$ cat src/rtl/uart_rx_baud_pkg.sv
package uart_rx_baud_pkg;
	// apb address map, byte addresses of aligned words
	localparam int addr_width = 8;
	localparam logic [7:0] off_receive_status_control = 8'h00;
	localparam logic [7:0] off_baud_control = 8'h04;
	localparam logic [7:0] off_divisor_low_byte = 8'h08;
	localparam logic [7:0] off_divisor_high_byte = 8'h0c;
	localparam logic [7:0] off_receive_data_register = 8'h10;
	localparam logic [7:0] off_mode_config = 8'h14;

	// receive_status_control fields
	localparam int bit_port_enable = 7;
	localparam int bit_ninth_bit_receive_select = 6;
	localparam int bit_single_receive_enable = 5;
	localparam int bit_continuous_receive_enable = 4;
	localparam int bit_address_detect_enable = 3;
	localparam int bit_framing_error_flag = 2;
	localparam int bit_overrun_error_flag = 1;
	localparam int bit_received_ninth_bit = 0;

	// baud_control fields
	localparam int bit_autobaud_rollover_flag = 7;
	localparam int bit_receive_idle_status = 6;
	localparam int bit_sync_clock_polarity = 4;
	localparam int bit_wide_divisor_select = 3;
	localparam int bit_wakeup_enable = 1;
	localparam int bit_autobaud_enable = 0;

	// mode_config fields
	localparam int bit_sync_mode = 0;
	localparam int bit_clock_master = 1;
	localparam int bit_high_speed_select = 2;

	// reset values
	localparam logic [7:0] reset_byte = 8'h00;
	localparam logic [15:0] reset_divisor = 16'h0000;

	// generator ticks per bit
	localparam logic [6:0] div_low_speed = 7'h40;
	localparam logic [6:0] div_high_speed = 7'h10;
	localparam logic [6:0] div_fast = 7'h04;

	// data bits per character
	localparam logic [3:0] bits_narrow = 4'h8;
	localparam logic [3:0] bits_wide = 4'h9;

	// falling edges of the sync value after the first one, minus one
	localparam logic [2:0] autobaud_last_fall = 3'h3;
	localparam logic [15:0] meas_max_narrow = 16'h00ff;
	localparam logic [15:0] meas_max_wide = 16'hffff;

	typedef enum logic [1:0] {
		st_idle = 2'b00,
		st_start = 2'b01,
		st_data = 2'b11,
		st_stop = 2'b10
	} rx_state_type;
endpackage

$ cat src/rtl/uart_receive_and_baud_control.sv
// Overview of operation
// RQ1: port enable takes pins, else inactive
// RQ2: ninth bit select picks 9 or 8 bits
// RQ3: sync master single receive, self clearing
// RQ4: async continuous enable switches receiver
// RQ5: sync continuous receive overrides single receive
// RQ6: address detect loads only ninth-bit-set characters
// RQ7: framing flag updated per loaded character
// RQ8: overrun on loss, cleared by continuous clear
// RQ9: ninth received bit in status bit 0
// RQ10: autobaud rollover flag, software clears only
// RQ11: idle status high when not receiving
// RQ12: sync clock idle level follows polarity
// RQ13: 8-bit generator default, 16-bit when selected
// RQ14: wake-up falling edge interrupt, rising clears
// RQ15: autobaud measures sync value, self clearing
// RQ16: divisor pair sets free-running timer period
// RQ17: async speed selects matter, sync ignores high-speed
// RQ18: generated rate only as clock master
// RQ19: divisor write resets the timer
// RQ20: timer counts system clock, reload on change
// RQ21: rate is clock over 64, 16, 4 times n+1
// RQ22: three samples, majority vote
// RQ23: high-speed select picks divider in async
// RQ24: no buffer loads while overrun set
//
// Added by the designer: the APB slave port and the placing of the registers.
`timescale 1ns/1ns
module uart_receive_and_baud_control (
	// apb
	input wire logic pclk,
	input wire logic presetn,
	input wire logic [uart_rx_baud_pkg::addr_width-1:0] paddr,
	input wire logic psel,
	input wire logic penable,
	input wire logic pwrite,
	input wire logic [31:0] pwdata,
	output logic [31:0] prdata,
	output logic pready,
	output logic pslverr,
	// pins
	input wire logic receive_pin,
	input wire logic serial_clock_in,
	output logic serial_clock_out,
	output logic serial_clock_oe,
	output logic port_active,
	// events
	output logic receive_data_ready,
	output logic wakeup_interrupt
);
	import uart_rx_baud_pkg::*;

	function automatic logic hit(input logic [addr_width-1:0] a, input logic [7:0] off);
		hit = (a == off);
	endfunction

	function automatic logic [6:0] bit_divide(input logic syn, input logic wide, input logic fast);
		if (syn) begin
			bit_divide = div_fast;
		end else if (wide) begin
			bit_divide = fast ? div_fast : div_high_speed;
		end else begin
			bit_divide = fast ? div_high_speed : div_low_speed;
		end
	endfunction

	// control and status
	logic port_enable, ninth_bit_receive_select, single_receive_enable;
	logic continuous_receive_enable, address_detect_enable;
	logic framing_error_flag, overrun_error_flag, received_ninth_bit;
	logic autobaud_rollover_flag, sync_clock_polarity, wide_divisor_select;
	logic wakeup_enable, autobaud_enable, sync_mode, clock_master, high_speed_select;
	logic [7:0] divisor_low_byte, divisor_high_byte, receive_data_register;
	logic receive_full;

	// pin synchronisers
	logic rx_meta, rx_sync, rx_prev, ck_meta, ck_sync, ck_prev;
	always_ff @(posedge pclk or negedge presetn) begin
		if (!presetn) begin
			rx_meta <= 1'b1;
			rx_sync <= 1'b1;
			rx_prev <= 1'b1;
			ck_meta <= 1'b0;
			ck_sync <= 1'b0;
			ck_prev <= 1'b0;
		end else begin
			rx_meta <= receive_pin;
			rx_sync <= rx_meta;
			rx_prev <= rx_sync;
			ck_meta <= serial_clock_in;
			ck_sync <= ck_meta;
			ck_prev <= ck_sync;
		end
	end
	wire rx_fall = rx_prev & ~rx_sync;
	wire rx_rise = ~rx_prev & rx_sync;

	// bus decode
	wire wr = psel & penable & pwrite;
	wire rd = psel & penable & ~pwrite;
	wire sel_rsc = hit(paddr, off_receive_status_control);
	wire sel_baud = hit(paddr, off_baud_control);
	wire sel_lo = hit(paddr, off_divisor_low_byte);
	wire sel_hi = hit(paddr, off_divisor_high_byte);
	wire sel_data = hit(paddr, off_receive_data_register);
	wire sel_mode = hit(paddr, off_mode_config);
	wire mapped = sel_rsc | sel_baud | sel_lo | sel_hi | sel_data | sel_mode;
	wire wr_rsc = wr & sel_rsc;
	wire wr_baud = wr & sel_baud;
	wire wr_div = wr & (sel_lo | sel_hi);
	wire rd_data = rd & sel_data;

	// modes
	wire master_mode = sync_mode & clock_master;
	wire slave_mode = sync_mode & ~clock_master;
	wire async_run = port_enable & ~sync_mode & continuous_receive_enable
		& ~wakeup_enable & ~autobaud_enable; // RQ4
	wire sync_run = port_enable & sync_mode
		& (continuous_receive_enable | (master_mode & single_receive_enable)); // RQ3 RQ5
	wire autobaud_run = port_enable & ~sync_mode & autobaud_enable;

	// baud generator
	logic [15:0] brg_count;
	wire [15:0] divisor = wide_divisor_select ? {divisor_high_byte, divisor_low_byte}
		: {8'h00, divisor_low_byte}; // RQ13 RQ16
	wire tick = (brg_count == 16'h0000);
	wire [6:0] bit_div = bit_divide(sync_mode, wide_divisor_select, high_speed_select); // RQ17 RQ21 RQ23
	wire [5:0] ph_last = 6'(bit_div - 7'h01);
	wire [5:0] ph_mid = 6'(bit_div >> 1);
	logic ab_done;
	logic [15:0] ab_value;
	always_ff @(posedge pclk or negedge presetn) begin
		if (!presetn) begin
			brg_count <= reset_divisor;
		end else if (wr_div || ab_done || tick) begin
			brg_count <= divisor; // RQ19 RQ20
		end else begin
			brg_count <= brg_count - 16'h0001;
		end
	end

	// receive state machine
	rx_state_type state, next_state;
	logic [5:0] ph, next_ph;
	logic [3:0] count, next_count;
	logic [8:0] shift, next_shift;
	logic s0, s1;
	logic char_done, frame_bad;
	wire [3:0] char_bits = ninth_bit_receive_select ? bits_wide : bits_narrow; // RQ2
	wire vote = (s0 & s1) | (s0 & rx_sync) | (s1 & rx_sync); // RQ22
	wire async_strobe = tick & (ph == 6'(ph_mid + 6'h01));
	wire slave_edge = (ck_sync != ck_prev) & (ck_prev == sync_clock_polarity);
	wire sync_strobe = master_mode ? (tick & (ph == ph_last)) : (slave_mode & slave_edge); // RQ18
	wire run_ok = sync_mode ? sync_run : async_run;

	always_comb begin
		next_state = state;
		next_ph = ph;
		next_count = count;
		next_shift = shift;
		char_done = 1'b0;
		frame_bad = 1'b0;
		if (tick && state != st_idle) begin
			next_ph = (ph == ph_last) ? 6'h00 : 6'(ph + 6'h01);
		end
		unique case (state)
			st_idle: begin
				if (async_run && rx_fall) begin
					next_state = st_start;
					next_ph = 6'h00;
				end else if (sync_run) begin
					next_state = st_data;
					next_ph = 6'h00;
					next_count = 4'h0;
				end
			end
			st_start: begin
				if (!async_run) begin
					next_state = st_idle;
				end else if (async_strobe) begin
					next_state = vote ? st_idle : st_data;
					next_count = 4'h0;
				end
			end
			st_data: begin
				if (!run_ok) begin
					next_state = st_idle;
				end else if (sync_mode ? sync_strobe : async_strobe) begin
					next_shift = {sync_mode ? rx_sync : vote, shift[8:1]};
					next_count = 4'(count + 4'h1);
					if (count == 4'(char_bits - 4'h1)) begin
						next_count = 4'h0;
						if (sync_mode) begin
							char_done = 1'b1;
							next_state = continuous_receive_enable ? st_data : st_idle; // RQ5
						end else begin
							next_state = st_stop;
						end
					end
				end
			end
			st_stop: begin
				if (!async_run) begin
					next_state = st_idle;
				end else if (async_strobe) begin
					char_done = 1'b1;
					frame_bad = ~vote; // RQ7
					next_state = st_idle;
				end
			end
		endcase
	end

	always_ff @(posedge pclk or negedge presetn) begin
		if (!presetn) begin
			state <= st_idle;
			ph <= 6'h00;
			count <= 4'h0;
			shift <= 9'h000;
		end else begin
			state <= next_state;
			ph <= next_ph;
			count <= next_count;
			shift <= next_shift;
		end
	end

	always_ff @(posedge pclk or negedge presetn) begin
		if (!presetn) begin
			s0 <= 1'b1;
			s1 <= 1'b1;
		end else if (tick) begin
			if (ph == 6'(ph_mid - 6'h01)) s0 <= rx_sync;
			if (ph == ph_mid) s1 <= rx_sync;
		end
	end

	// character acceptance
	wire [7:0] char_data = ninth_bit_receive_select ? next_shift[7:0] : next_shift[8:1];
	wire char_ninth = ninth_bit_receive_select & next_shift[8];
	wire addr_skip = ~sync_mode & ninth_bit_receive_select & address_detect_enable
		& ~char_ninth; // RQ6
	wire accept = char_done & ~overrun_error_flag & ~addr_skip; // RQ24
	wire lost = accept & receive_full & ~rd_data;
	wire load = accept & ~lost;

	always_ff @(posedge pclk or negedge presetn) begin
		if (!presetn) begin
			receive_data_register <= reset_byte;
			received_ninth_bit <= 1'b0;
			framing_error_flag <= 1'b0;
		end else if (load) begin
			receive_data_register <= char_data;
			received_ninth_bit <= char_ninth; // RQ9
			framing_error_flag <= frame_bad; // RQ7
		end
	end

	always_ff @(posedge pclk or negedge presetn) begin
		if (!presetn) begin
			receive_full <= 1'b0;
			overrun_error_flag <= 1'b0;
		end else begin
			receive_full <= load | (receive_full & ~rd_data);
			overrun_error_flag <= lost | (overrun_error_flag
				& ~(wr_rsc & ~pwdata[bit_continuous_receive_enable])); // RQ8
		end
	end

	// auto-baud measurement
	logic ab_active;
	logic [2:0] ab_falls;
	logic [9:0] ab_pre;
	logic [15:0] ab_meas;
	wire [9:0] ab_pre_last = 10'({bit_div, 3'b000} - 10'h001);
	wire [15:0] meas_max = wide_divisor_select ? meas_max_wide : meas_max_narrow;
	wire ab_roll = ab_active & (ab_pre == ab_pre_last) & (ab_meas == meas_max);
	assign ab_done = ab_active & autobaud_run & rx_fall & (ab_falls == autobaud_last_fall);
	assign ab_value = (ab_meas == 16'h0000) ? 16'h0000 : 16'(ab_meas - 16'h0001);
	always_ff @(posedge pclk or negedge presetn) begin
		if (!presetn) begin
			ab_active <= 1'b0;
			ab_falls <= 3'h0;
			ab_pre <= 10'h000;
			ab_meas <= 16'h0000;
		end else if (!autobaud_run || ab_done) begin
			ab_active <= 1'b0;
		end else if (!ab_active) begin
			ab_active <= rx_fall; // RQ15
			ab_falls <= 3'h0;
			ab_pre <= 10'h000;
			ab_meas <= 16'h0000;
		end else begin
			ab_pre <= (ab_pre == ab_pre_last) ? 10'h000 : 10'(ab_pre + 10'h001);
			if (ab_pre == ab_pre_last) ab_meas <= 16'(ab_meas + 16'h0001);
			if (rx_fall) ab_falls <= 3'(ab_falls + 3'h1);
		end
	end

	// wake-up monitor
	logic wake_armed;
	wire wake_watch = port_enable & ~sync_mode & wakeup_enable;
	always_ff @(posedge pclk or negedge presetn) begin
		if (!presetn) begin
			wake_armed <= 1'b0;
			wakeup_interrupt <= 1'b0;
		end else begin
			wakeup_interrupt <= wake_watch & rx_fall; // RQ14
			if (!wake_watch || rx_rise) wake_armed <= 1'b0;
			else if (rx_fall) wake_armed <= 1'b1;
		end
	end
	wire wake_done = wake_watch & wake_armed & rx_rise;

	// software registers
	always_ff @(posedge pclk or negedge presetn) begin
		if (!presetn) begin
			{port_enable, ninth_bit_receive_select, single_receive_enable} <= 3'h0;
			{continuous_receive_enable, address_detect_enable} <= 2'h0;
		end else begin
			if (wr_rsc) begin
				port_enable <= pwdata[bit_port_enable];
				ninth_bit_receive_select <= pwdata[bit_ninth_bit_receive_select];
				single_receive_enable <= pwdata[bit_single_receive_enable];
				continuous_receive_enable <= pwdata[bit_continuous_receive_enable];
				address_detect_enable <= pwdata[bit_address_detect_enable];
			end
			if (char_done && master_mode && !continuous_receive_enable) begin
				single_receive_enable <= 1'b0; // RQ3
			end
		end
	end

	always_ff @(posedge pclk or negedge presetn) begin
		if (!presetn) begin
			{sync_clock_polarity, wide_divisor_select, wakeup_enable} <= 3'h0;
			{autobaud_enable, autobaud_rollover_flag} <= 2'h0;
			{sync_mode, clock_master, high_speed_select} <= 3'h0;
		end else begin
			if (wr_baud) begin
				sync_clock_polarity <= pwdata[bit_sync_clock_polarity];
				wide_divisor_select <= pwdata[bit_wide_divisor_select];
				wakeup_enable <= pwdata[bit_wakeup_enable];
				autobaud_enable <= pwdata[bit_autobaud_enable];
			end
			autobaud_rollover_flag <= ab_roll | (autobaud_rollover_flag
				& ~(wr_baud & ~pwdata[bit_autobaud_rollover_flag])); // RQ10
			if (wake_done) wakeup_enable <= 1'b0; // RQ14
			if (ab_done) autobaud_enable <= 1'b0; // RQ15
			if (wr && sel_mode) begin
				sync_mode <= pwdata[bit_sync_mode];
				clock_master <= pwdata[bit_clock_master];
				high_speed_select <= pwdata[bit_high_speed_select];
			end
		end
	end

	always_ff @(posedge pclk or negedge presetn) begin
		if (!presetn) begin
			divisor_low_byte <= reset_byte;
			divisor_high_byte <= reset_byte;
		end else if (ab_done) begin
			divisor_low_byte <= ab_value[7:0];
			if (wide_divisor_select) divisor_high_byte <= ab_value[15:8];
		end else begin
			if (wr && sel_lo) divisor_low_byte <= pwdata[7:0];
			if (wr && sel_hi) divisor_high_byte <= pwdata[7:0];
		end
	end

	// serial clock pin
	always_ff @(posedge pclk or negedge presetn) begin
		if (!presetn) begin
			serial_clock_out <= 1'b0;
		end else if (serial_clock_oe && state == st_data) begin
			serial_clock_out <= sync_clock_polarity ^ ph[1];
		end else begin
			serial_clock_out <= sync_clock_polarity; // RQ12
		end
	end
	assign serial_clock_oe = port_enable & master_mode; // RQ1 RQ18
	assign port_active = port_enable; // RQ1
	assign receive_data_ready = receive_full;

	// read back
	wire receive_idle_status = (state == st_idle) & ~ab_active; // RQ11
	wire [7:0] rsc_view = {port_enable, ninth_bit_receive_select, single_receive_enable,
		continuous_receive_enable, address_detect_enable, framing_error_flag,
		overrun_error_flag, received_ninth_bit};
	wire [7:0] baud_view = {autobaud_rollover_flag, receive_idle_status, 1'b0,
		sync_clock_polarity, wide_divisor_select, 1'b0, wakeup_enable, autobaud_enable};
	wire [7:0] mode_view = {5'h00, high_speed_select, clock_master, sync_mode};
	wire [7:0] read_byte = sel_rsc ? rsc_view
		: sel_baud ? baud_view
		: sel_lo ? divisor_low_byte
		: sel_hi ? divisor_high_byte
		: sel_data ? receive_data_register
		: sel_mode ? mode_view : 8'h00;
	assign prdata = {24'h000000, read_byte};
	assign pready = 1'b1;
	assign pslverr = psel & penable & ~mapped;
endmodule

$ cat config.mk
export PLATFORM = sky130hd
export DESIGN_NAME = uart_receive_and_baud_control
export DESIGN_NICKNAME = d
export VERILOG_FILES = /design/src/rtl/uart_rx_baud_pkg.sv /design/src/rtl/uart_receive_and_baud_control.sv
export SDC_FILE = /design/constraint.sdc
export NUM_CORES = 1
export LEC_CHECK = 0
export BUFFER_PORTS_ARGS = -buffer_cell sky130_fd_sc_hd__buf_2
export CORE_ASPECT_RATIO = 0.7
export CORE_MARGIN = 2
export CORE_UTILIZATION = 43
export DETAILED_ROUTE_END_ITERATION = 10
export PLACE_DENSITY = 0.71
export REMOVE_ABC_BUFFERS = 1
export SLEW_MARGIN = 20
export SYNTH_ARGS = -nofsm -noshare
export SYNTH_HDL_FRONTEND = slang
export SYNTH_SLANG_ARGS = --single-unit
$ cat constraint.sdc
create_clock -name pclk -period 4 [get_ports pclk]
set_input_delay 0.8 -clock pclk [delete_from_list [all_inputs] [get_ports pclk]]
set_output_delay 0.8 -clock pclk [all_outputs]
set_load 0.1 [all_outputs]
# After elaboration in Yosys (flattened, before gate mapping)
# Index checks and enable logic that the tools add are counted.
# classes
eq_ne	32
n_reduce_logical	34
n_addsub	12
n_mux	81
bitwise	85
# op_table
operator	n
16-bit two-way mux	6
8-bit two-way mux	11
1-bit bitwise AND	52
16-bit logical NOT	2
16-bit by 1-bit subtractor with 16-bit output (second input constant)	2
6-bit two-way mux	5
4-bit two-way mux	7
9-bit two-way mux	3
1-bit two-way mux	25
6-bit == test	4
2-bit two-way mux	12
7-bit two-way mux	3
10-bit two-way mux	2
1-bit inverter	20
16-bit by 1-bit adder with 16-bit output (second input constant)	1
16-bit == test	1
8-bit by 4-bit == test with 1-bit output (second input constant)	2
8-bit by 5-bit == test with 1-bit output (second input constant)	2
2-bit != test (second input constant)	8
3-bit != test (second input constant)	5
2-bit nonzero test	7
6-bit by 1-bit adder with 6-bit output (second input constant)	2
1-bit bitwise OR	12
4-bit one-hot mux with 3 select lines	1
other kinds (29)	49
# totals
out_inout_bits	39
reg_bits	119
inputBits	47
wordCells	284

# Longest topological paths before layout
# logic_depth
ltp_word	21
mapped_depth	11
depth_no_buf	9

# Least setup slack after synthesis
# OpenSTA, ideal clock, no wires.
# synth_timing
path_type	input to output
start	in paddr[0] (netlist name)
end	out prdata[0]
t_arrival_ps	4342
path_slack_ps	-1142
cell_stages	5
cell_sequence	or4_4 -> or3_2 -> nor2_1 -> a22oi_1 -> o21ai_0
# synth_via
elab_chain_cells	7
# synth_lines
item	line_no	rtl
start: declaration	uart_receive_and_baud_control.sv:33	input wire logic [uart_rx_baud_pkg::addr_width-1:0] paddr,
8-bit by 5-bit == test with 1-bit output	uart_receive_and_baud_control.sv:54	hit = (a == off);
3-bit two-way mux	uart_receive_and_baud_control.sv:398	: sel_mode ? mode_view : 8'h00;
8-bit two-way mux	uart_receive_and_baud_control.sv:397	: sel_data ? receive_data_register
8-bit two-way mux	uart_receive_and_baud_control.sv:396	: sel_hi ? divisor_high_byte
8-bit two-way mux	uart_receive_and_baud_control.sv:395	: sel_lo ? divisor_low_byte
8-bit two-way mux	uart_receive_and_baud_control.sv:394	: sel_baud ? baud_view
8-bit two-way mux (*)	uart_receive_and_baud_control.sv:393	wire [7:0] read_byte = sel_rsc ? rsc_view
end: declaration	uart_receive_and_baud_control.sv:38	output logic [31:0] prdata,
# Every way passes the cells marked *; elsewhere a longest branch is shown, timed or not.

# Worst setup path in the final report
# Same ends and word-level chain as after synthesis.

==> impl_metrics.tcl <==
set metrics [dict create \
    max_freq_mhz 256 \
    yosysMostFrequentCell "dfrtp_1" \
    wirelength_um 19200 \
    antenna_found_initial 0 \
    clock-sinks 119 \
    drive_gt1_frac 0.159 \
    synth_top_area_frac 0.380 \
    power_density_mw_per_mm2 436 \
    pre_cts_ws_ns 0.168 \
    synthFlopType "dfrtp_1" \
    crit_arrival_ns 3.11 \
    drc 0 \
    routed_wire_length_per_instance_um 17.1 \
    gp_congestion 0.913 \
    insertedDiodeCount 0 \
    clk_latency_ns 0.43 \
    setup_violations 0 \
    die_h_um 115 \
    grt_pass1_vias 5783 \
    num_vias 6298 \
    yosysSeqAreaShare 0.398 \
    route.antenna.remaining_nets 0 \
    final-hold-violation-count 0 \
    die_w_um 162 \
    synth_top_area_cell "dfrtp_1" \
    drtPass1Iterations 5 \
    synth-seq-cells 119 \
    path_max_fanout 6 \
    yosys.cell_types.count 72 \
    fin_tns_setup_ns 0 \
    cp-start-kind "primary input" \
    portBuffers 36 \
    path_clk_slew_ns 0.06 \
    final.setup.worst_slack_ns 0.0885 \
    finalWorstPathRequiredPeriod_ns 3.91 \
    placementRows 40 \
    synth.avg_cell_area_um2 8.80 \
    grt_pass1_wl_um 31300 \
    cts_max_level 4 \
    die-area_mm2 0.0185 \
    numCtsBuffers 17 \
    cts_tree "built" \
    critPathKind "in -> out" \
    hold_buffers 0 \
    end_kind "output port" \
    synth-edff-count 0 \
    slew_headroom 0.353 \
    syn_area_mm2 0.00751 \
    initial_utilization 0.439 \
    final-max-slew-violation-count 0 \
    ir_worst_vdd_mv 0.260 \
    rsz0062_at_grt "false" \
    final_util 0.498 \
    yosysWarnings 0 \
    area.growth.synth_to_final_pct 13.6 \
    skew_ns 0.0125 \
    grt_overflow 0 \
    worstHoldPathType "reg -> reg" \
    cp.required_ns 3.20 \
    cts_setup_buffers 0 \
    grt.total_usage 0.214 \
    nets 934 \
    leakagePower_nw 3.69 \
    synth_area_leaders "dfrtp_1 (38%), xnor2_1 (4.7%), nor2_1 (4.6%)" \
    finalCritPeriodShare 0.978 \
    tightest_slew_ns 0.970 \
    dp.final_hpwl_um 13600 \
    holdWs_ns 0.348 \
    design.core.area_mm2 0.0171 \
    synthTopCellsByCount "dfrtp_1 (114), nor2_1 (92), nand2_1 (83)" \
    p_total_mw 3.72 \
    clockBufferDepth 2 \
    synthArstFlopShare 1.00 \
    dr.first_iter.drc_count 577 \
    cts_resized 0 \
    top_level_ports 86 \
    synthCells 853 \
    cts_root_buf "clkbuf_16" \
    grt_max_degree 75 \
    status "finished, final reports clean" \
    via_per_inst 5.62 \
    maxCapViolCount 0 \
    fillCellCount 1625 \
]
[worst paths after layout]
check | depth (start not counted) | start | slack (ns) | end
hold reg to reg | 0 | ck_meta | 0.35 | ck_sync
hold / removal | 0 | ck_meta | 0.35 | ck_sync
setup / recovery | 7 | paddr[0] | 0.09 | prdata[0]
min in group asynchronous | 1 | presetn | 0.50 | brg_count[5]
max in group asynchronous | 2 | presetn | 2.63 | rx_meta
setup reg to reg | 8 | high_speed_select | 0.46 | count[0]
[cell type report]
type,count,area (um2),share of cell area
flip-flops and latches,119,2980,0.350
clock inverters,14,175,0.0205
inverters,28,105,0.0123
multi-input cells,654,4100,0.481
well taps,231,289,0.0339
clock buffers,18,439,0.0515
repair buffers,56,435,0.0511
[worst max-delay path: stages]
cell and delay [ns]:
buf_2 0.10, or4_4 0.56, or3_2 0.50, nor2_1 0.31
a22oi_1 0.18, o21ai_0 0.42, buf_12 0.24
[registers in the layout, indices dropped and copies added (netlist names), 2 cells and up]
register / count
ab_pre: 10
state: 2
divisor_high_byte: 8
ph: 6
receive_data_register: 8
ab_falls: 3
divisor_low_byte: 8
brg_count: 16
count: 4
shift: 9
ab_meas: 16
[power by group]
part           leakage (nW)  total, mW  switching, mW  internal (mW)
registers              1.51       1.46          0.145           1.31
logic                  1.89      0.659          0.437          0.222
clock network         0.293       1.60          0.603           1.00
[cell usage in the layout, fill, tap and decap left out, types with 26 or more instances in the layout]
cell     instances
a21oi_1         45
o21ai_0         45
buf_2           29
nand2_1         83
nand3_1         34
dfrtp_1        114
xnor2_1         40
nor3_1          27
nor2_1          92
inv_1           26
[per-layer routing]
metal / vias up / global-route usage / part of all wire
met5: - / 0 / 0
met4: 0 / 0.0631 / 0.014
met3: 26 / 0.0435 / 0.071
met2: 215 / 0.305 / 0.42
met1: 3020 / 0.325 / 0.49
li1: 3037 / - / -
[metrics by stage]
step | area [um2] | instances
2_1_floorplan | 7190 | 801
3_3_place_gp | 7910 | 1088
3_5_place_dp | 7910 | 1088
4_1_cts | 8530 | 1120
5_1_grt | 8530 | 1120
6_report | 8530 | 1120
[logic make-up after synthesis]
| logic type | count (synthesis) | synth area share |
|---|---|---|
| xor+xnor | 59 | 0.0688 |
| buf+inv | 103 | 0.0682 |
| simple gates | 342 | 0.231 |
| other cells | 2 | 0.00100 |
| flops | 119 | 0.398 |
| compound gates | 175 | 0.152 |
| fa+ha+maj | 11 | 0.0183 |
| mux | 42 | 0.0633 |
(Power assumes the default switching activity.)
